File: src/include/lms_map.svh
// constants for the led matrix serial loader: field positions, resets, timing
`ifndef LMS_MAP_SVH
`define LMS_MAP_SVH
// ==========================================
// array geometry
`define LMS_PIXEL_BITS    160
`define LMS_ROWS          8
`define LMS_COLUMNS       20
`define LMS_CTRL_BITS     8
// ==========================================
// control byte fields
`define LMS_WORD_SEL_BIT  7
`define LMS_SLEEP_BIT     6
`define LMS_PWM_MSB       3
`define LMS_PWM_LSB       0
`define LMS_PEAK_MSB      5
`define LMS_PEAK_LSB      4
`define LMS_CHAIN_BIT     0
`define LMS_PRESCALE_BIT  1
`define LMS_WORD_RESET    7'h00
// ==========================================
// timing
`define LMS_CLK_PERIOD_NS 5
`define LMS_OSC_PERIOD_NS 5000
`define LMS_OSC_CYCLES    (`LMS_OSC_PERIOD_NS / `LMS_CLK_PERIOD_NS)
`define LMS_OSC_CNT_W     10
`define LMS_PRESCALE_DIV  8
`define LMS_ROW_SLOTS     64
`endif

File: src/include/lms_pkg.sv
// types shared by the led matrix serial loader modules
`include "lms_map.svh"
package lms_pkg;
  // ==========================================
  // types
  typedef logic [6:0] lms_word_type;                        // one 7-bit control word
  typedef logic [`LMS_PIXEL_BITS-1:0] lms_pixel_type;       // whole pixel array
  typedef enum logic [1:0] {LD_IDLE, LD_PIXEL, LD_CTRL} lms_load_type;  // shift target
endpackage

File: src/include/lms_if.sv
// interfaces between the loader, its bit buffer and its display timing module
`timescale 1ns/10ps
`default_nettype none
// ==========================================
// valid/ready stream of shifted bits
interface lms_stream_if #(parameter int W = 2);
  logic         valid;  // word offered
  logic         ready;  // word taken
  logic [W-1:0] data;   // {path, bit}
  modport tx (output valid, output data, input ready);
  modport rx (input valid, input data, output ready);
endinterface

// ==========================================
// control words out, display timing back
interface lms_ctrl_if;
  lms_pkg::lms_word_type bright_word;  // brightness_sleep_word
  lms_pkg::lms_word_type mode_word;    // output_mode_word
  logic                  ext_osc;      // synchronised external oscillator
  logic                  use_ext;      // synchronised oscillator select
  logic                  led_on;       // pwm on-window
  logic [2:0]            row;          // row being refreshed
  logic                  osc_run;      // display oscillator running
  modport ctl (output bright_word, output mode_word, output ext_osc, output use_ext,
               input led_on, input row, input osc_run);
  modport drv (input bright_word, input mode_word, input ext_osc, input use_ext,
               output led_on, output row, output osc_run);
endinterface
`default_nettype wire

File: src/hw/lms_fifo2.sv
// two-entry valid/ready buffer for shifted bits
`timescale 1ns/10ps
`default_nettype none
module lms_fifo2 #(
  parameter int W     = 2,   // word width
  parameter int DEPTH = 2    // entries, a power of two
) (
  input  wire logic i_clk,
  input  wire logic i_rst,
  lms_stream_if.rx  s_in,
  lms_stream_if.tx  s_out
);
  import lms_pkg::*;
  localparam int AW = $clog2(DEPTH);
  // ==========================================
  // storage and pointers
  logic [W-1:0] mem [DEPTH];       // entries
  logic [AW-1:0] wr, next_wr;      // write pointer
  logic [AW-1:0] rd, next_rd;      // read pointer
  logic [AW:0]   cnt, next_cnt;    // occupancy
  logic          push, pop;        // handshakes

  assign s_in.ready  = (cnt != (AW+1)'(DEPTH));  // full refuses, source holds its word
  assign s_out.valid = (cnt != '0);
  assign s_out.data  = mem[rd];
  assign push = s_in.valid & s_in.ready;
  assign pop  = s_out.valid & s_out.ready;

  // pointer and count update
  always_comb begin
    next_wr  = push ? wr + 1'b1 : wr;
    next_rd  = pop ? rd + 1'b1 : rd;
    next_cnt = cnt + (AW+1)'(push) - (AW+1)'(pop);
  end

  always_ff @(posedge i_clk) begin
    if (i_rst) begin
      wr  <= '0;
      rd  <= '0;
      cnt <= '0;
    end else begin
      wr  <= next_wr;
      rd  <= next_rd;
      cnt <= next_cnt;
    end
  end

  // data needs no reset
  always_ff @(posedge i_clk) begin
    if (push) begin
      mem[wr] <= s_in.data;
    end
  end
endmodule
`default_nettype wire

File: src/hw/lms_pwm.sv
// display oscillator, prescaler, row scan and pwm on-window
`timescale 1ns/10ps
`default_nettype none
`include "lms_map.svh"
module lms_pwm (
  input  wire logic i_clk,
  input  wire logic i_rst,
  lms_ctrl_if.drv   cfg
);
  import lms_pkg::*;
  // ==========================================
  // state
  logic [`LMS_OSC_CNT_W-1:0] div, next_div;  // internal oscillator divider
  logic [2:0] pre, next_pre;                 // external prescaler
  logic       prev_ext, next_prev_ext;       // for edge finding
  logic [5:0] slot, next_slot;               // oscillator cycle within a row
  logic [2:0] row, next_row;                 // row counter
  logic       led_on, next_led_on;           // on-window
  logic       awake, int_tick, ext_edge, tick, prescale;

  // on-time per pwm code, in oscillator cycles
  function automatic logic [5:0] on_time(input logic [3:0] code);
    case (code)
      4'h6:    on_time = 6'd7;
      4'h7:    on_time = 6'd9;
      4'h8:    on_time = 6'd11;
      4'h9:    on_time = 6'd14;
      4'ha:    on_time = 6'd18;
      4'hb:    on_time = 6'd22;
      4'hc:    on_time = 6'd28;
      4'hd:    on_time = 6'd36;
      4'he:    on_time = 6'd48;
      4'hf:    on_time = 6'd60;
      default: on_time = {2'b00, code};  // codes 0..5 map to themselves
    endcase
  endfunction

  assign cfg.led_on  = led_on;
  assign cfg.row     = row;
  assign cfg.osc_run = awake & ~cfg.use_ext;

  // next values; sleep freezes every counter so nothing is lost on wake
  always_comb begin
    awake         = cfg.bright_word[`LMS_SLEEP_BIT];
    prescale      = cfg.mode_word[`LMS_PRESCALE_BIT];
    int_tick      = (div == `LMS_OSC_CNT_W'(`LMS_OSC_CYCLES - 1));
    ext_edge      = cfg.ext_osc & ~prev_ext;
    next_prev_ext = cfg.ext_osc;
    // internal oscillator stops in sleep; prescale never touches it
    next_div = (awake & ~cfg.use_ext) ? (int_tick ? '0 : div + 1'b1) : div;
    next_pre = (awake & cfg.use_ext & prescale & ext_edge) ? pre + 1'b1 : pre;
    tick = awake & (cfg.use_ext ? ext_edge & (~prescale | pre == 3'(`LMS_PRESCALE_DIV - 1))
                                : int_tick);
    next_slot = tick ? slot + 1'b1 : slot;  // wraps every 64 cycles
    next_row  = (tick & slot == 6'(`LMS_ROW_SLOTS - 1)) ? row + 1'b1 : row;
    next_led_on = awake & (slot < on_time(cfg.bright_word[`LMS_PWM_MSB:`LMS_PWM_LSB]));
  end

  always_ff @(posedge i_clk) begin
    if (i_rst) begin
      div      <= '0;
      pre      <= '0;
      prev_ext <= 1'b0;
      slot     <= '0;
      row      <= '0;
      led_on   <= 1'b0;
    end else begin
      div      <= next_div;
      pre      <= next_pre;
      prev_ext <= next_prev_ext;
      slot     <= next_slot;
      row      <= next_row;
      led_on   <= next_led_on;
    end
  end
endmodule
`default_nettype wire

File: src/hw/lms_loader.sv
// serial loader of the led matrix driver: shift chains, latches, control words
//
// What this block does
// - shift serial input on rising clock while enabled
// - latched one lights pixel, zero darkens
// - enable high, clock low copies chain to latch
// - old pattern stays shown while shifting
// - copy whenever enable high and clock low; here only once the bit buffer is empty and no edge is held
// - top bit picks word; other word kept
// - old control words apply until copy
// - four-bit pwm code sets on-time table
// - two bits select peak current level
// - sleep bit zero stops oscillator, blanks
// - sleep keeps all stored data intact
// - serial mode: output is control bit seven, chain bit 0 in pixel load
// - chain mode: output follows input, control only
// - eight bits per column, column 0 leftmost
// - row zero has no pixel, never shown
// - reset zeroes control words, keeps pixel chain
// - prescale bit divides external oscillator by 8
`timescale 1ns/10ps
`default_nettype none
`include "lms_map.svh"
module lms_loader (
  input  wire logic            i_clk,
  input  wire logic            i_rst,
  input  wire logic            i_register_select,
  input  wire logic            i_chip_enable_n,
  input  wire logic            i_shift_clk,
  input  wire logic            i_serial_in,
  input  wire logic            i_ext_osc,
  input  wire logic            i_use_ext_osc,
  output logic                 o_serial_out,
  output lms_pkg::lms_pixel_type o_pixel_drive,
  output logic [2:0]           o_row,
  output logic [1:0]           o_peak_current,
  output logic                 o_osc_run,
  output lms_pkg::lms_word_type o_brightness_sleep_word,
  output lms_pkg::lms_word_type o_output_mode_word
);
  import lms_pkg::*;

  // ==========================================
  // pin synchronisers
  logic [5:0] meta, sync_q;          // two stages per pin
  logic       rs, cen, sclk, sin;    // synchronised pins
  logic       prev_sclk, prev_cen;   // for edge finding
  logic       clk_rise, ce_fall;     // one-cycle events

  // all pins cross from the host domain; only the second stage is read
  always_ff @(posedge i_clk) begin
    if (i_rst) begin
      meta      <= '0;
      sync_q    <= 6'b00_0010;       // enable idles high
      prev_sclk <= 1'b0;
      prev_cen  <= 1'b1;
    end else begin
      meta      <= {i_use_ext_osc, i_ext_osc, i_serial_in, i_shift_clk,
                    i_chip_enable_n, i_register_select};
      sync_q    <= meta;
      prev_sclk <= sclk;
      prev_cen  <= cen;
    end
  end

  assign rs       = sync_q[0];
  assign cen      = sync_q[1];
  assign sclk     = sync_q[2];
  assign sin      = sync_q[3];
  assign clk_rise = sclk & ~prev_sclk & ~cen;
  assign ce_fall  = ~cen & prev_cen;

  // ==========================================
  // load target and held edge
  lms_load_type state, next_state;   // which chain the bits go to
  logic         pend, next_pend;     // edge waiting for buffer room
  logic         pend_bit, next_pend_bit;
  logic         hold, next_hold;     // drain pacing

  lms_stream_if #(.W(2)) s_push ();
  lms_stream_if #(.W(2)) s_pop ();

  // an edge refused by a full buffer is held, not dropped
  always_comb begin
    next_state = state;
    case (state)
      LD_IDLE, LD_PIXEL, LD_CTRL: begin
        if (ce_fall) begin
          next_state = rs ? LD_CTRL : LD_PIXEL;
        end
      end
      default: next_state = LD_IDLE;
    endcase
    s_push.valid  = clk_rise | pend;
    s_push.data   = {state == LD_CTRL, pend ? pend_bit : sin};
    next_pend     = s_push.valid & ~s_push.ready;
    next_pend_bit = pend ? pend_bit : sin;
    // the wide shift takes a word at most every other cycle, easing its enable fan-out
    next_hold     = s_pop.valid & s_pop.ready;
  end

  always_ff @(posedge i_clk) begin
    if (i_rst) begin
      state    <= LD_IDLE;
      pend     <= 1'b0;
      pend_bit <= 1'b0;
      hold     <= 1'b0;
    end else begin
      state    <= next_state;
      pend     <= next_pend;
      pend_bit <= next_pend_bit;
      hold     <= next_hold;
    end
  end

  assign s_pop.ready = ~hold;

  lms_fifo2 #(.W(2), .DEPTH(2)) u_buf (
    .i_clk (i_clk),
    .i_rst (i_rst),
    .s_in  (s_push),
    .s_out (s_pop)
  );

  // ==========================================
  // pixel shift chain and latch (never reset), control shift register
  lms_pixel_type chain, next_chain;   // pixel shift chain
  lms_pixel_type latch, next_latch;   // shown pattern
  logic [7:0]    ctrl_sr, next_ctrl_sr;
  logic          shift, copy, copy_px, copy_ct;

  assign shift = s_pop.valid & s_pop.ready;
  // copy is a level; it waits until every buffered bit has reached its chain
  assign copy    = cen & ~sclk & ~s_pop.valid & ~pend;
  assign copy_px = copy & (state == LD_PIXEL);
  assign copy_ct = copy & (state == LD_CTRL);

  always_comb begin
    next_chain   = chain;
    next_ctrl_sr = ctrl_sr;
    if (shift & ~s_pop.data[1]) begin
      next_chain = {s_pop.data[0], chain[`LMS_PIXEL_BITS-1:1]};
    end
    if (shift & s_pop.data[1]) begin
      next_ctrl_sr = {ctrl_sr[6:0], s_pop.data[0]};
    end
    // the latch only moves on a copy, so loading never disturbs the display
    next_latch = copy_px ? chain : latch;
  end

  // reset deliberately leaves pixel data alone
  always_ff @(posedge i_clk) begin
    chain   <= next_chain;
    latch   <= next_latch;
  end

  // the control shift register clears with the words, so serial out starts known
  always_ff @(posedge i_clk) begin
    if (i_rst) begin
      ctrl_sr <= '0;
    end else begin
      ctrl_sr <= next_ctrl_sr;
    end
  end

  // ==========================================
  // control words
  lms_word_type bright_word, next_bright_word;
  lms_word_type mode_word, next_mode_word;

  // the unselected word keeps its value; sleep touches neither
  always_comb begin
    next_bright_word = bright_word;
    next_mode_word   = mode_word;
    if (copy_ct & ~ctrl_sr[`LMS_WORD_SEL_BIT]) begin
      next_bright_word = ctrl_sr[6:0];
    end
    if (copy_ct & ctrl_sr[`LMS_WORD_SEL_BIT]) begin
      next_mode_word = ctrl_sr[6:0];
    end
  end

  always_ff @(posedge i_clk) begin
    if (i_rst) begin
      bright_word <= `LMS_WORD_RESET;
      mode_word   <= `LMS_WORD_RESET;
    end else begin
      bright_word <= next_bright_word;
      mode_word   <= next_mode_word;
    end
  end

  // ==========================================
  // display timing
  lms_ctrl_if u_ctl ();
  assign u_ctl.bright_word = bright_word;
  assign u_ctl.mode_word   = mode_word;
  assign u_ctl.ext_osc     = sync_q[4];
  assign u_ctl.use_ext     = sync_q[5];

  lms_pwm u_pwm (
    .i_clk (i_clk),
    .i_rst (i_rst),
    .cfg   (u_ctl)
  );

  // ==========================================
  // outputs
  lms_pixel_type row_mask;            // visible locations
  lms_pixel_type next_pixel_drive;
  logic          next_serial_out;

  // one generate per column: location 0 of each column has no pixel
  for (genvar c = 0; c < `LMS_COLUMNS; c++) begin : g_col
    assign row_mask[c*`LMS_ROWS +: `LMS_ROWS] = 8'hFE;
  end

  always_comb begin
    // a latched one lights during the on-window; sleep blanks everything
    next_pixel_drive = (bright_word[`LMS_SLEEP_BIT] & u_ctl.led_on) ? (latch & row_mask)
                                                                   : '0;
    if (state == LD_CTRL & ~cen & mode_word[`LMS_CHAIN_BIT]) begin
      next_serial_out = sin;
    end else if (state == LD_CTRL) begin
      next_serial_out = ctrl_sr[`LMS_CTRL_BITS-1];
    end else begin
      next_serial_out = chain[0];
    end
  end

  always_ff @(posedge i_clk) begin
    if (i_rst) begin
      o_serial_out            <= 1'b0;
      o_pixel_drive           <= '0;
      o_row                   <= '0;
      o_peak_current          <= '0;
      o_osc_run               <= 1'b0;
      o_brightness_sleep_word <= `LMS_WORD_RESET;
      o_output_mode_word      <= `LMS_WORD_RESET;
    end else begin
      o_serial_out            <= next_serial_out;
      o_pixel_drive           <= next_pixel_drive;
      o_row                   <= u_ctl.row;
      o_peak_current          <= bright_word[`LMS_PEAK_MSB:`LMS_PEAK_LSB];
      o_osc_run               <= u_ctl.osc_run;
      o_brightness_sleep_word <= bright_word;
      o_output_mode_word      <= mode_word;
    end
  end
endmodule
`default_nettype wire

File: config.mk
export PLATFORM = sky130hd
export DESIGN_NAME = lms_loader
export DESIGN_NICKNAME = d
export VERILOG_FILES = /design/src/include/lms_pkg.sv /design/src/include/lms_if.sv /design/src/hw/lms_fifo2.sv /design/src/hw/lms_pwm.sv /design/src/hw/lms_loader.sv
export VERILOG_INCLUDE_DIRS = /design/src /design/src/include
export SDC_FILE = /design/constraint.sdc
export NUM_CORES = 1
export LEC_CHECK = 0
export ABC_CLOCK_PERIOD_IN_PS = 29500
export BUFFER_PORTS_ARGS = -buffer_cell sky130_fd_sc_hd__buf_4
export CAP_MARGIN = 10
export CELL_PAD_IN_SITES_DETAIL_PLACEMENT = 0
export CELL_PAD_IN_SITES_GLOBAL_PLACEMENT = 2
export CORE_ASPECT_RATIO = 1.1
export CORE_MARGIN = 3
export CORE_UTILIZATION = 40
export DETAILED_ROUTE_END_ITERATION = 16
export HOLD_SLACK_MARGIN = 0.02
export MAX_ROUTING_LAYER = met4
export PLACE_DENSITY_LB_ADDON = 0.1
export SETUP_SLACK_MARGIN = 0.1
export SYNTH_ARGS = -nofsm -noshare
export SYNTH_HDL_FRONTEND = slang
export SYNTH_SLANG_ARGS = --single-unit
File: constraint.sdc
create_clock -name i_clk -period 29.5 [get_ports i_clk]
set_clock_uncertainty 0.15 [all_clocks]
set_input_delay 4.425 -clock i_clk [delete_from_list [all_inputs] [get_ports i_clk]]
set_output_delay 4.425 -clock i_clk [all_outputs]
set_load 0.005 [all_outputs]
==> results of run 1 <==
## worst max-delay path: cells and delay by family
family	cells	cell delay [ns]
and+or+nand+nor	2	0.55
buffers and inverters	3	1.87
## cell type report
class                      count  share of cell area
inverter                       7             0.00138
sequential                   533               0.685
clock buffer                  78              0.0780
multi-input combinational    390               0.126
timing repair buffer         173              0.0655
tap                          513              0.0321
clock inverter                20              0.0122
## flip-flops by register name (all words and copies together), names as in the netlist, 7 cells and up, named ones only
register and cells:
chain 160, u_pwm.div 10, bright_word 7, o_pixel_drive 140, ctrl_sr 8, latch 140
o_output_mode_word 7, mode_word 7
## Yosys cell counts (2+ instances only)
cell type and n:
edfxtp_1 304, dfxtp_1 229, and3_1 141, nor2_1 56
clkbuf_1 41, nor2b_1 36, mux2i_1 25, buf_4 22
nand2_1 14, ha_1 12, xnor2_1 11, a21oi_1 9
xor2_1 9, nand3_1 7, inv_1 6, nand4_1 5
nand2b_1 4, o21ai_0 4, a211oi_1 3, buf_2 3
mux2_2 3, a21o_1 2, and2_1 2, and4_1 2
and4b_1 2, nor3_1 2, or2_2 2
## worst max path at each step
stage                         endpoint  slack, ns   from
floorplan                     chain[0]      12.68   hold
global placement    o_pixel_drive[111]      22.28  i_rst
detailed placement  o_pixel_drive[109]      22.22  i_rst
CTS                 o_pixel_drive[109]      22.86  i_rst
global route          o_pixel_drive[7]      22.61  i_rst
finish              o_pixel_drive[109]      22.88  i_rst
## routing by layer
layer / up-vias / global-route usage
met1: 3768 / 0.178
met4: 0 / 0.0549
met5: - / -
met2: 155 / 0.196
li1: 3829 / -
met3: 53 / 0.0273
## through the flow
stage / cells / utilization
after floorplan: 997 / -
final: 1714 / 0.495
after CTS: 1714 / 0.495
after detailed placement: 1616 / 0.450
after global placement: 1616 / 0.450
after global routing: 1714 / 0.495
## kinds of logic (layout without fill, tap and decap cells)
| logic type | after synthesis | after routing | share of synthesized area |
|---|---|---|---|
| adders and majority gates | 12 | 12 | 0.00909 |
| buffers and inverters | 74 | 278 | 0.0221 |
| DFF | 533 | 533 | 0.831 |
| and+or+nand+nor | 281 | 281 | 0.0974 |
| muxes | 29 | 29 | 0.0181 |
| AOI/OAI and AO/OA | 28 | 28 | 0.0118 |
| xor gates and xnor gates | 20 | 20 | 0.0106 |
| other | 1 | 20 | 0.000227 |
## power by group through the flow
stage | Clock (mW) | Combinational [mW] | Sequential [mW]
global route | 0.730 | 0.0891 | 0.954
CTS | 0.703 | 0.0826 | 0.945
global placement | 0 | 0.0809 | 0.958
detailed placement | 0 | 0.0826 | 0.960
floorplan | 0 | 0.0579 | 0.995
finish | 0.681 | 0.0790 | 0.943
==> results by group, run 1 <==
Detailed routing
  – Wl on met1: 13100 microns
  – Vias per inst: 4.55
  – DRT iter0 DRCs: 366
  – DR vias: 7805
  – Drt pass-1 iters: 4
  – Avg WL per Cell: 16.4 microns
  – Top Metal Used: met4
  – Routed wire length: 28100 microns
  – Metal3 WL: 1380 microns
  – Met2 wire length: 12800 microns
  – Antenna-violating nets left: 0
  – DRC: 0

Job
  – Max_cap viols: 0

Power
  – Overall power: 1.70 mW
  – Clock share of power: 0.400
  – Sw Share: 0.215
  – Sw Pwr: 367 uW
  – PD cells: 85.1 nW/um^2
  – Max VDD drop: 46.5 uV
  – Cell-internal power: 1.34 mW
  – Leak: 8.00 nW
  – Comb pwr share: 0.046
  – Reg power frac: 0.554

Global route
  – Vias in the first global route: 7614
  – Total grt overflow: 0
  – Total GRT Usage: 0.132
  – Initial antenna violation count: 0
  – Global-route wire length before repair: 43700 microns
  – Pin count of the biggest net entering global routing: 131

Min path
  – Worst hold path endpoint: sync_q[1]
  – Hold Crit Depth: 1
  – Worst hold path type: reg -> reg
  – Worst Min Path Start: meta[1]

STA
  – Unrepaired setup endpoints after global routing: no
  – Achievable Freq: 151 MHz
  – Final Hold Fails: 0
  – Max transition margin: 0.264
  – Worst slew pin tran: 1.10 ns
  – Count of endpoints failing setup in the final report: 0
  – Setup_tns: 0 ns
  – PnR worst setup slack: 22.88 ns
  – Post-layout min period: 6.62 ns
  – Fin crit share: 0.224
  – Pins Over Slew Limit: 0
  – Worst hold slack: 0.266 ns

Placed design
  – Post-place instance area: 18200 sq um
  – DP Wirelength: 15600 microns
  – Routability-driven placement congestion ratio: 0.691
  – Input/output buffers: 168
  – Worst slack at placement: 22.22 ns

Setup path
  – Largest stage delay on the critical path: 0.64 ns
  – Data arrival time of the critical path: 6.93 ns
  – Reg-to-reg setup timing slack: 26.12 ns
  – Worst Setup End Kind: register
  – Most used cell, CP: buf_4
  – Critical-path cell list: buf_4, or2b_1, clkinv_2, buf_4, and3_1
  – Startpoint Class: input pin
  – R2R Path Start: u_buf.cnt[1]
  – Worst-path fanout max: 83
  – Critical Path RT: 29.82 ns
  – Reg2Reg Depth: 4
  – Worst setup path class: in -> reg
  – R2r endpoint: chain[121]
  – Crit path max-delay cell type: clkinv_2

Final layout
  – Layout area overhead: 21.3%
  – Most common library cell in the layout ignoring fill and taps: edfxtp_1
  – Layout cells sized above 1: 0.226
  – Most frequent cells in the layout: edfxtp_1, dfxtp_1, buf_4
  – Design area: 20000 sq um
  – Area of the multi-input gates: 2510 sq um
  – # fillers: 3466
  – Register Area: 13700 sq um
  – Ant diodes: 0
  – Nets: 1177

Clock network
  – Longest Clk Path Bufs: 3
  – Worst-path clk slew: 0.06 ns
  – Postcts setup bufs: 0
  – Hold-fix buffers, CTS: 0
  – CTS sink count: 533
  – Clock root cell: clkbuf_16
  – Num CTS Buffers: 52
  – Worst skew pair latency: 0.58 ns
  – Htree depth: 2
  – Post-CTS Resized: 0
  – CTS tree: yes

Synthesis
  – Synth Register Bits: 533
  – Ys async rst share: 0
  – Post-synth EDFFs: 304
  – Synth Area per Inst: 16.9 sq um
  – Share of the synthesized area in the top cell type: 0.553
  – Synth Warn #: 0
  – Syn Inst Count: 978
  – Post-Syn Area: 16500 sq um
  – Seq/Total Area, Yosys: 0.831
  – Yosys top cell by area: edfxtp_1
  – Yosys cell types: 49
  – Most area-consuming cells after synthesis: edfxtp_1, dfxtp_1, and3_1
  – Primary FF master, synth: edfxtp_1

Floorplanning
  – Starting Density: 0.408
  – # IOs: 189
  – Die area: 43700 sq um
  – Die H: 219 microns
  – Die width: 200 microns
  – Core area: 40500 sq um
  – Site Rows: 77

Run status
  – Status: finished clean
(Power assumes the default switching activity.)
==> run 2, diff against run 1 <==
ABC_CLOCK_PERIOD_IN_PS = 5600   (was 29500)
CORE_UTILIZATION = 38   (was 40)
clock period = 5.6 ns   (was 29.5 ns; I/O delays follow)
==> run 2 against run 1 <==
Critical path depth down 1. Hold slack worse by 0.0089 ns. Final area up 0.57%. Die area up 5.1%. Final cell count up 3.4%. First-iteration DRC count down 11%. Global-route usage down 0.45 points. Utilization down 2.2 points. Clock power rose to 5.4 times the previous value. Sequential share of layout area down 0.38 points. Total power rose to 5.3 times the previous value. Highest routed layer unchanged.
==> results by group, run 2 (synthesis gave the netlist of run 1 again) <==
Detailed routing
  – Antenna-violating nets left: 0
  – DRC: 0
  – Avg WL per Cell: 16.1 microns
  – Drt pass-1 iters: 4
  – Routed wire length: 28600 microns
  – DR vias: 7831
  – DRT iter0 DRCs: 327
  – Vias per inst: 4.42

STA
  – Pins Over Slew Limit: 0
  – Fin crit share: 0.504
  – Worst slew pin tran: 0.987 ns
  – Worst hold slack: 0.257 ns
  – Final Hold Fails: 0
  – Setup_tns: 0 ns
  – Max transition margin: 0.342
  – Unrepaired setup endpoints after global routing: no
  – Post-layout min period: 2.82 ns
  – Count of endpoints failing setup in the final report: 0
  – Achievable Freq: 354 MHz

Final layout
  – Regs by FF count: chain: 160 flops, latch: 140 flops, o_pixel_drive: 140 flops
  – Ant diodes: 0
  – Layout area overhead: 21.9%
  – Max reg flops: 160
  – Most frequent cells in the layout: edfxtp_1, dfxtp_1, buf_4
  – Layout cells sized above 1: 0.227
  – Most common library cell in the layout ignoring fill and taps: edfxtp_1
  – Nets: 1180
  – # fillers: 3732
  – Top reg by flops: chain
  – Design area: 20100 sq um

Job
  – Max_cap viols: 0

Clock network
  – CTS tree: yes
  – CTS sink count: 533
  – Num CTS Buffers: 53
  – Clock root cell: clkbuf_16
  – Worst skew pair latency: 0.59 ns
  – Hold-fix buffers, CTS: 0
  – Longest Clk Path Bufs: 3
  – Htree depth: 2
  – Worst-path clk slew: 0.06 ns
  – Postcts setup bufs: 0
  – Post-CTS Resized: 0

Power
  – Leak: 8.03 nW
  – Sw Share: 0.216
  – Comb pwr share: 0.048
  – Cell-internal power: 7.10 mW
  – Max VDD drop: 217 uV
  – Clock share of power: 0.404
  – PD cells: 450 nW/um^2
  – Sw Pwr: 1.95 mW
  – Reg power frac: 0.549

Floorplanning
  – # IOs: 189
  – Die area: 46000 sq um
  – Site Rows: 79
  – Core area: 42600 sq um
  – Starting Density: 0.388
  – Die width: 205 microns
  – Die H: 225 microns

Global route
  – GRT busiest layer: met2
  – Met3 GRT Util: 0.0342
  – M2 GR Usage: 0.184
  – Vias in the first global route: 7609
  – Total GRT Usage: 0.128
  – Pin count of the biggest net entering global routing: 126
  – Total grt overflow: 0
  – Global-route wire length before repair: 44800 microns
  – Initial antenna violation count: 0
  – Met1 usage: 0.178

Min path
  – Worst Min Path Start: meta[1]
  – Hold Crit Depth: 1
  – Worst hold path endpoint: sync_q[1]
  – Worst hold path type: reg -> reg

Setup path
  – Reg2Reg Depth: 4
  – Worst setup path class: reg -> reg
  – Worst Setup End Kind: register
  – Crit path max-delay cell type: nor3b_4
  – Startpoint Class: register
  – Data arrival time of the critical path: 2.88 ns
  – Buf+Inv Stages, Crit Path: 1
  – Crit path max-delay family: simple AND/OR/NAND/NOR gates
  – Worst-path fanout max: 125
  – Critical Path RT: 5.66 ns
  – R2r endpoint: latch[23]
  – Largest stage delay on the critical path: 0.78 ns
  – R2R Path Start: u_buf.cnt[1]
  – Critical-path cell list: nor2_2, nand3_1, nor3b_4, buf_12
  – Reg-to-reg setup timing slack: 2.78 ns

Placed design
  – Post-place instance area: 18300 sq um
  – DP Wirelength: 16100 microns
  – Input/output buffers: 168
  – Routability-driven placement congestion ratio: 0.711

Run status
  – Status: finished clean
-- run 2: changes by cell type in the layout (fill, tap and decap cells not counted), sizes merged --
cell and delta:
inv +4, clkinvlp -2, buf +2, bufinv +3
clkinv -1, clkbuf -2
-- run 2: power groups by stage --
stage,Clock (mW),Sequential [mW],Combinational (mW)
6_report,3.65,4.97,0.433
3_5_place_dp,0,5.05,0.458
3_3_place_gp,0,5.05,0.447
4_1_cts,3.77,4.98,0.456
2_1_floorplan,0,5.05,0.320
5_1_grt,3.94,5.02,0.495
-- run 2: layout make-up --
class,count,area [sq um],share of cell area
Clock buffer,76,1470,0.0732
Clock inverter,24,343,0.0170
Inverter,7,27.5,0.00137
Multi-Input combinational cell,390,2530,0.126
Sequential cell,533,13700,0.681
Tap cell,567,709,0.0352
Timing Repair Buffer,175,1330,0.0659
-- run 2: worst max-delay path by stage --
stage                     cells past startpoint             from  slack [ns]                 to
after floorplan                               2  u_buf.mem[1][1]       -0.58           chain[0]
after global placement                        5            i_rst        2.48  o_pixel_drive[86]
after detailed placement                      5            i_rst        2.43   o_pixel_drive[9]
after CTS                                     4     u_buf.cnt[1]        2.73          latch[25]
after global routing                          4     u_buf.cnt[1]        2.56          latch[26]
final                                         4     u_buf.cnt[1]        2.78          latch[23]
-- run 2: routing by layer --
| metal | up-vias | part of all wire |
|---|---|---|
| li1 | 3846 | - |
| met1 | 3752 | 0.47 |
| met2 | 181 | 0.45 |
| met3 | 52 | 0.058 |
| met4 | 0 | 0.021 |
| met5 | - | 0 |
-- run 2: metrics by stage --
step / instances / util / setup WS (ns) / power (mW)
3_5_place_dp: 1672 / 0.430 / 2.43 / 5.51
5_1_grt: 1772 / 0.473 / 2.56 / 9.46
6_report: 1772 / 0.473 / 2.78 / 9.05
4_1_cts: 1772 / 0.473 / 2.73 / 9.21
3_3_place_gp: 1672 / 0.430 / 2.48 / 5.49
2_1_floorplan: 997 / - / -0.584 / 5.37
-- run 2: worst reg2reg max path, stage by stage, from the launching register on --
cell	delay [ns]
dfxtp_2	0.34
nor2_2	0.27
nand3_1	0.18
nor3b_4	0.78
buf_12	0.54
==> run 3, diff against run 2 <==
ABC_CLOCK_PERIOD_IN_PS = 2800   (was 5600)
CORE_UTILIZATION = 40   (was 38)
clock period = 2.8 ns   (was 5.6 ns; I/O delays follow)
==> run 3 against run 2 <==
Combinational power increased by 110%. Clock power up 92%. Global-route usage up 0.44 points. Clock-buffer cell count is 6 lower. First-iteration DRC count grew 22%. Flip-flop and latch count stayed put. Sequential power is 100% higher. Utilization increased by 2.6 points. Largest power group unchanged.
==> results by group, run 3 (synthesis gave the netlist of run 1 again) <==
Global route
  – Total grt overflow: 0
  – Global-route wire length before repair: 43500 microns
  – Vias in the first global route: 7527
  – Initial antenna violation count: 0
  – Pin count of the biggest net entering global routing: 141
  – Total GRT Usage: 0.132

Placed design
  – DP Wirelength: 16000 microns
  – Input/output buffers: 168
  – Routability-driven placement congestion ratio: 0.702

Min path
  – Worst hold path endpoint: chain[15]
  – Worst hold path type: reg -> reg
  – Hold Crit Depth: 0
  – Worst Min Path Start: chain[16]

Floorplanning
  – Die area: 43700 sq um
  – Site Rows: 77
  – Die H: 219 microns
  – Starting Density: 0.408
  – Die width: 200 microns
  – Core area: 40500 sq um
  – # IOs: 189

Clock network
  – Worst-path clk slew: 0.06 ns
  – Worst skew pair latency: 0.58 ns
  – Num CTS Buffers: 51
  – Postcts setup bufs: 0
  – Longest Clk Path Bufs: 3
  – CTS tree: yes
  – Clock root cell: clkbuf_16
  – Post-CTS Resized: 0
  – CTS sink count: 533
  – Hold-fix buffers, CTS: 7
  – Htree depth: 2

Detailed routing
  – DR vias: 7786
  – Drt pass-1 iters: 4
  – Routed wire length: 28200 microns
  – DRT iter0 DRCs: 400
  – DRC: 0
  – Avg WL per Cell: 16.4 microns
  – Vias per inst: 4.52
  – Antenna-violating nets left: 0

Setup path
  – Data arrival time of the critical path: 2.32 ns
  – Worst Setup End Kind: register
  – R2R Path Start: bright_word[2]
  – Reg-to-reg setup timing slack: 0.84 ns
  – Worst setup path class: reg -> reg
  – Startpoint Class: register
  – Critical Path RT: 3.16 ns
  – Reg2Reg Depth: 6
  – CP startpoint: bright_word[2]
  – R2r endpoint: u_pwm.cfg.led_on
  – Worst-path fanout max: 10

STA
  – Pins Over Slew Limit: 0
  – Max transition margin: 0.467
  – Achievable Freq: 511 MHz
  – Fin crit share: 0.698
  – Post-layout min period: 1.96 ns
  – Setup_tns: 0 ns
  – Final Hold Fails: 0
  – Count of endpoints failing setup in the final report: 0
  – Unrepaired setup endpoints after global routing: no
  – Worst slew pin tran: 0.799 ns

Final layout
  – Layout cells sized above 1: 0.230
  – Ant diodes: 0
  – Nets: 1186
  – # fillers: 3468
  – Area of the multi-input gates: 2540 sq um
  – Most frequent cells in the layout: edfxtp_1, dfxtp_1, buf_4
  – Top reg by flops: chain
  – Most common library cell in the layout ignoring fill and taps: edfxtp_1
  – Layout area overhead: 22.1%
  – Final Util: 0.498
  – Max reg flops: 160
  – Regs by FF count: chain: 160 flops, latch: 140 flops, o_pixel_drive: 140 flops
  – Register Area: 13700 sq um

Power
  – Leak: 8.06 nW
  – Overall power: 17.9 mW
  – PD cells: 887 nW/um^2
  – Max VDD drop: 641 uV

Job
  – Max_cap viols: 0

Run status
  – Status: finished clean
## run 3: layout make-up
class,count,area share
Timing Repair Buffer,183,0.0734
Multi-Input combinational cell,390,0.126
Tap cell,513,0.0318
Clock inverter,25,0.0130
Clock buffer,70,0.0735
Sequential cell,533,0.681
Inverter,7,0.00137
## run 3: routing by layer
metal | up-vias | part of all wire | global-route usage
li1 | 3843 | - | -
met1 | 3732 | 0.47 | 0.185
met2 | 163 | 0.45 | 0.190
met3 | 48 | 0.057 | 0.0359
met4 | 0 | 0.020 | 0.0393
met5 | - | 0 | -
## run 3: report_power, final
| group | switching, mW | internal, mW |
|---|---|---|
| sequential | 0.330 | 9.60 |
| combinational | 0.711 | 0.216 |
| clock | 2.85 | 4.17 |
## run 3: per-stage QoR
step           instances  worst slack, ns  hold slack (ns)  area, sq um
6_report            1721            0.844            0.268        20200
3_3_place_gp        1619            0.822            0.253        18300
5_1_grt             1721            0.701            0.276        20200
2_1_floorplan        997            -3.38            0.239        16600
3_5_place_dp        1619            0.794            0.255        18300
4_1_cts             1721            0.783            0.269        20200
## run 3: worst max-delay path, stage by stage, from the launching register on
cell and delay [ns]:
dfxtp_1 0.51, nor2b_1 0.17, o21ai_0 0.09, ha_1 0.33
a21o_1 0.18, a211oi_1 0.25, o211a_1 0.20
## run 3: worst max path at each step
stage / end / slack [ns] / cells after the start
CTS: u_pwm.cfg.led_on / 0.78 / 6
global route: u_pwm.cfg.led_on / 0.70 / 6
floorplan: chain[0] / -3.38 / 2
detailed placement: u_pwm.cfg.led_on / 0.79 / 6
global placement: u_pwm.cfg.led_on / 0.82 / 6
finish: u_pwm.cfg.led_on / 0.84 / 6
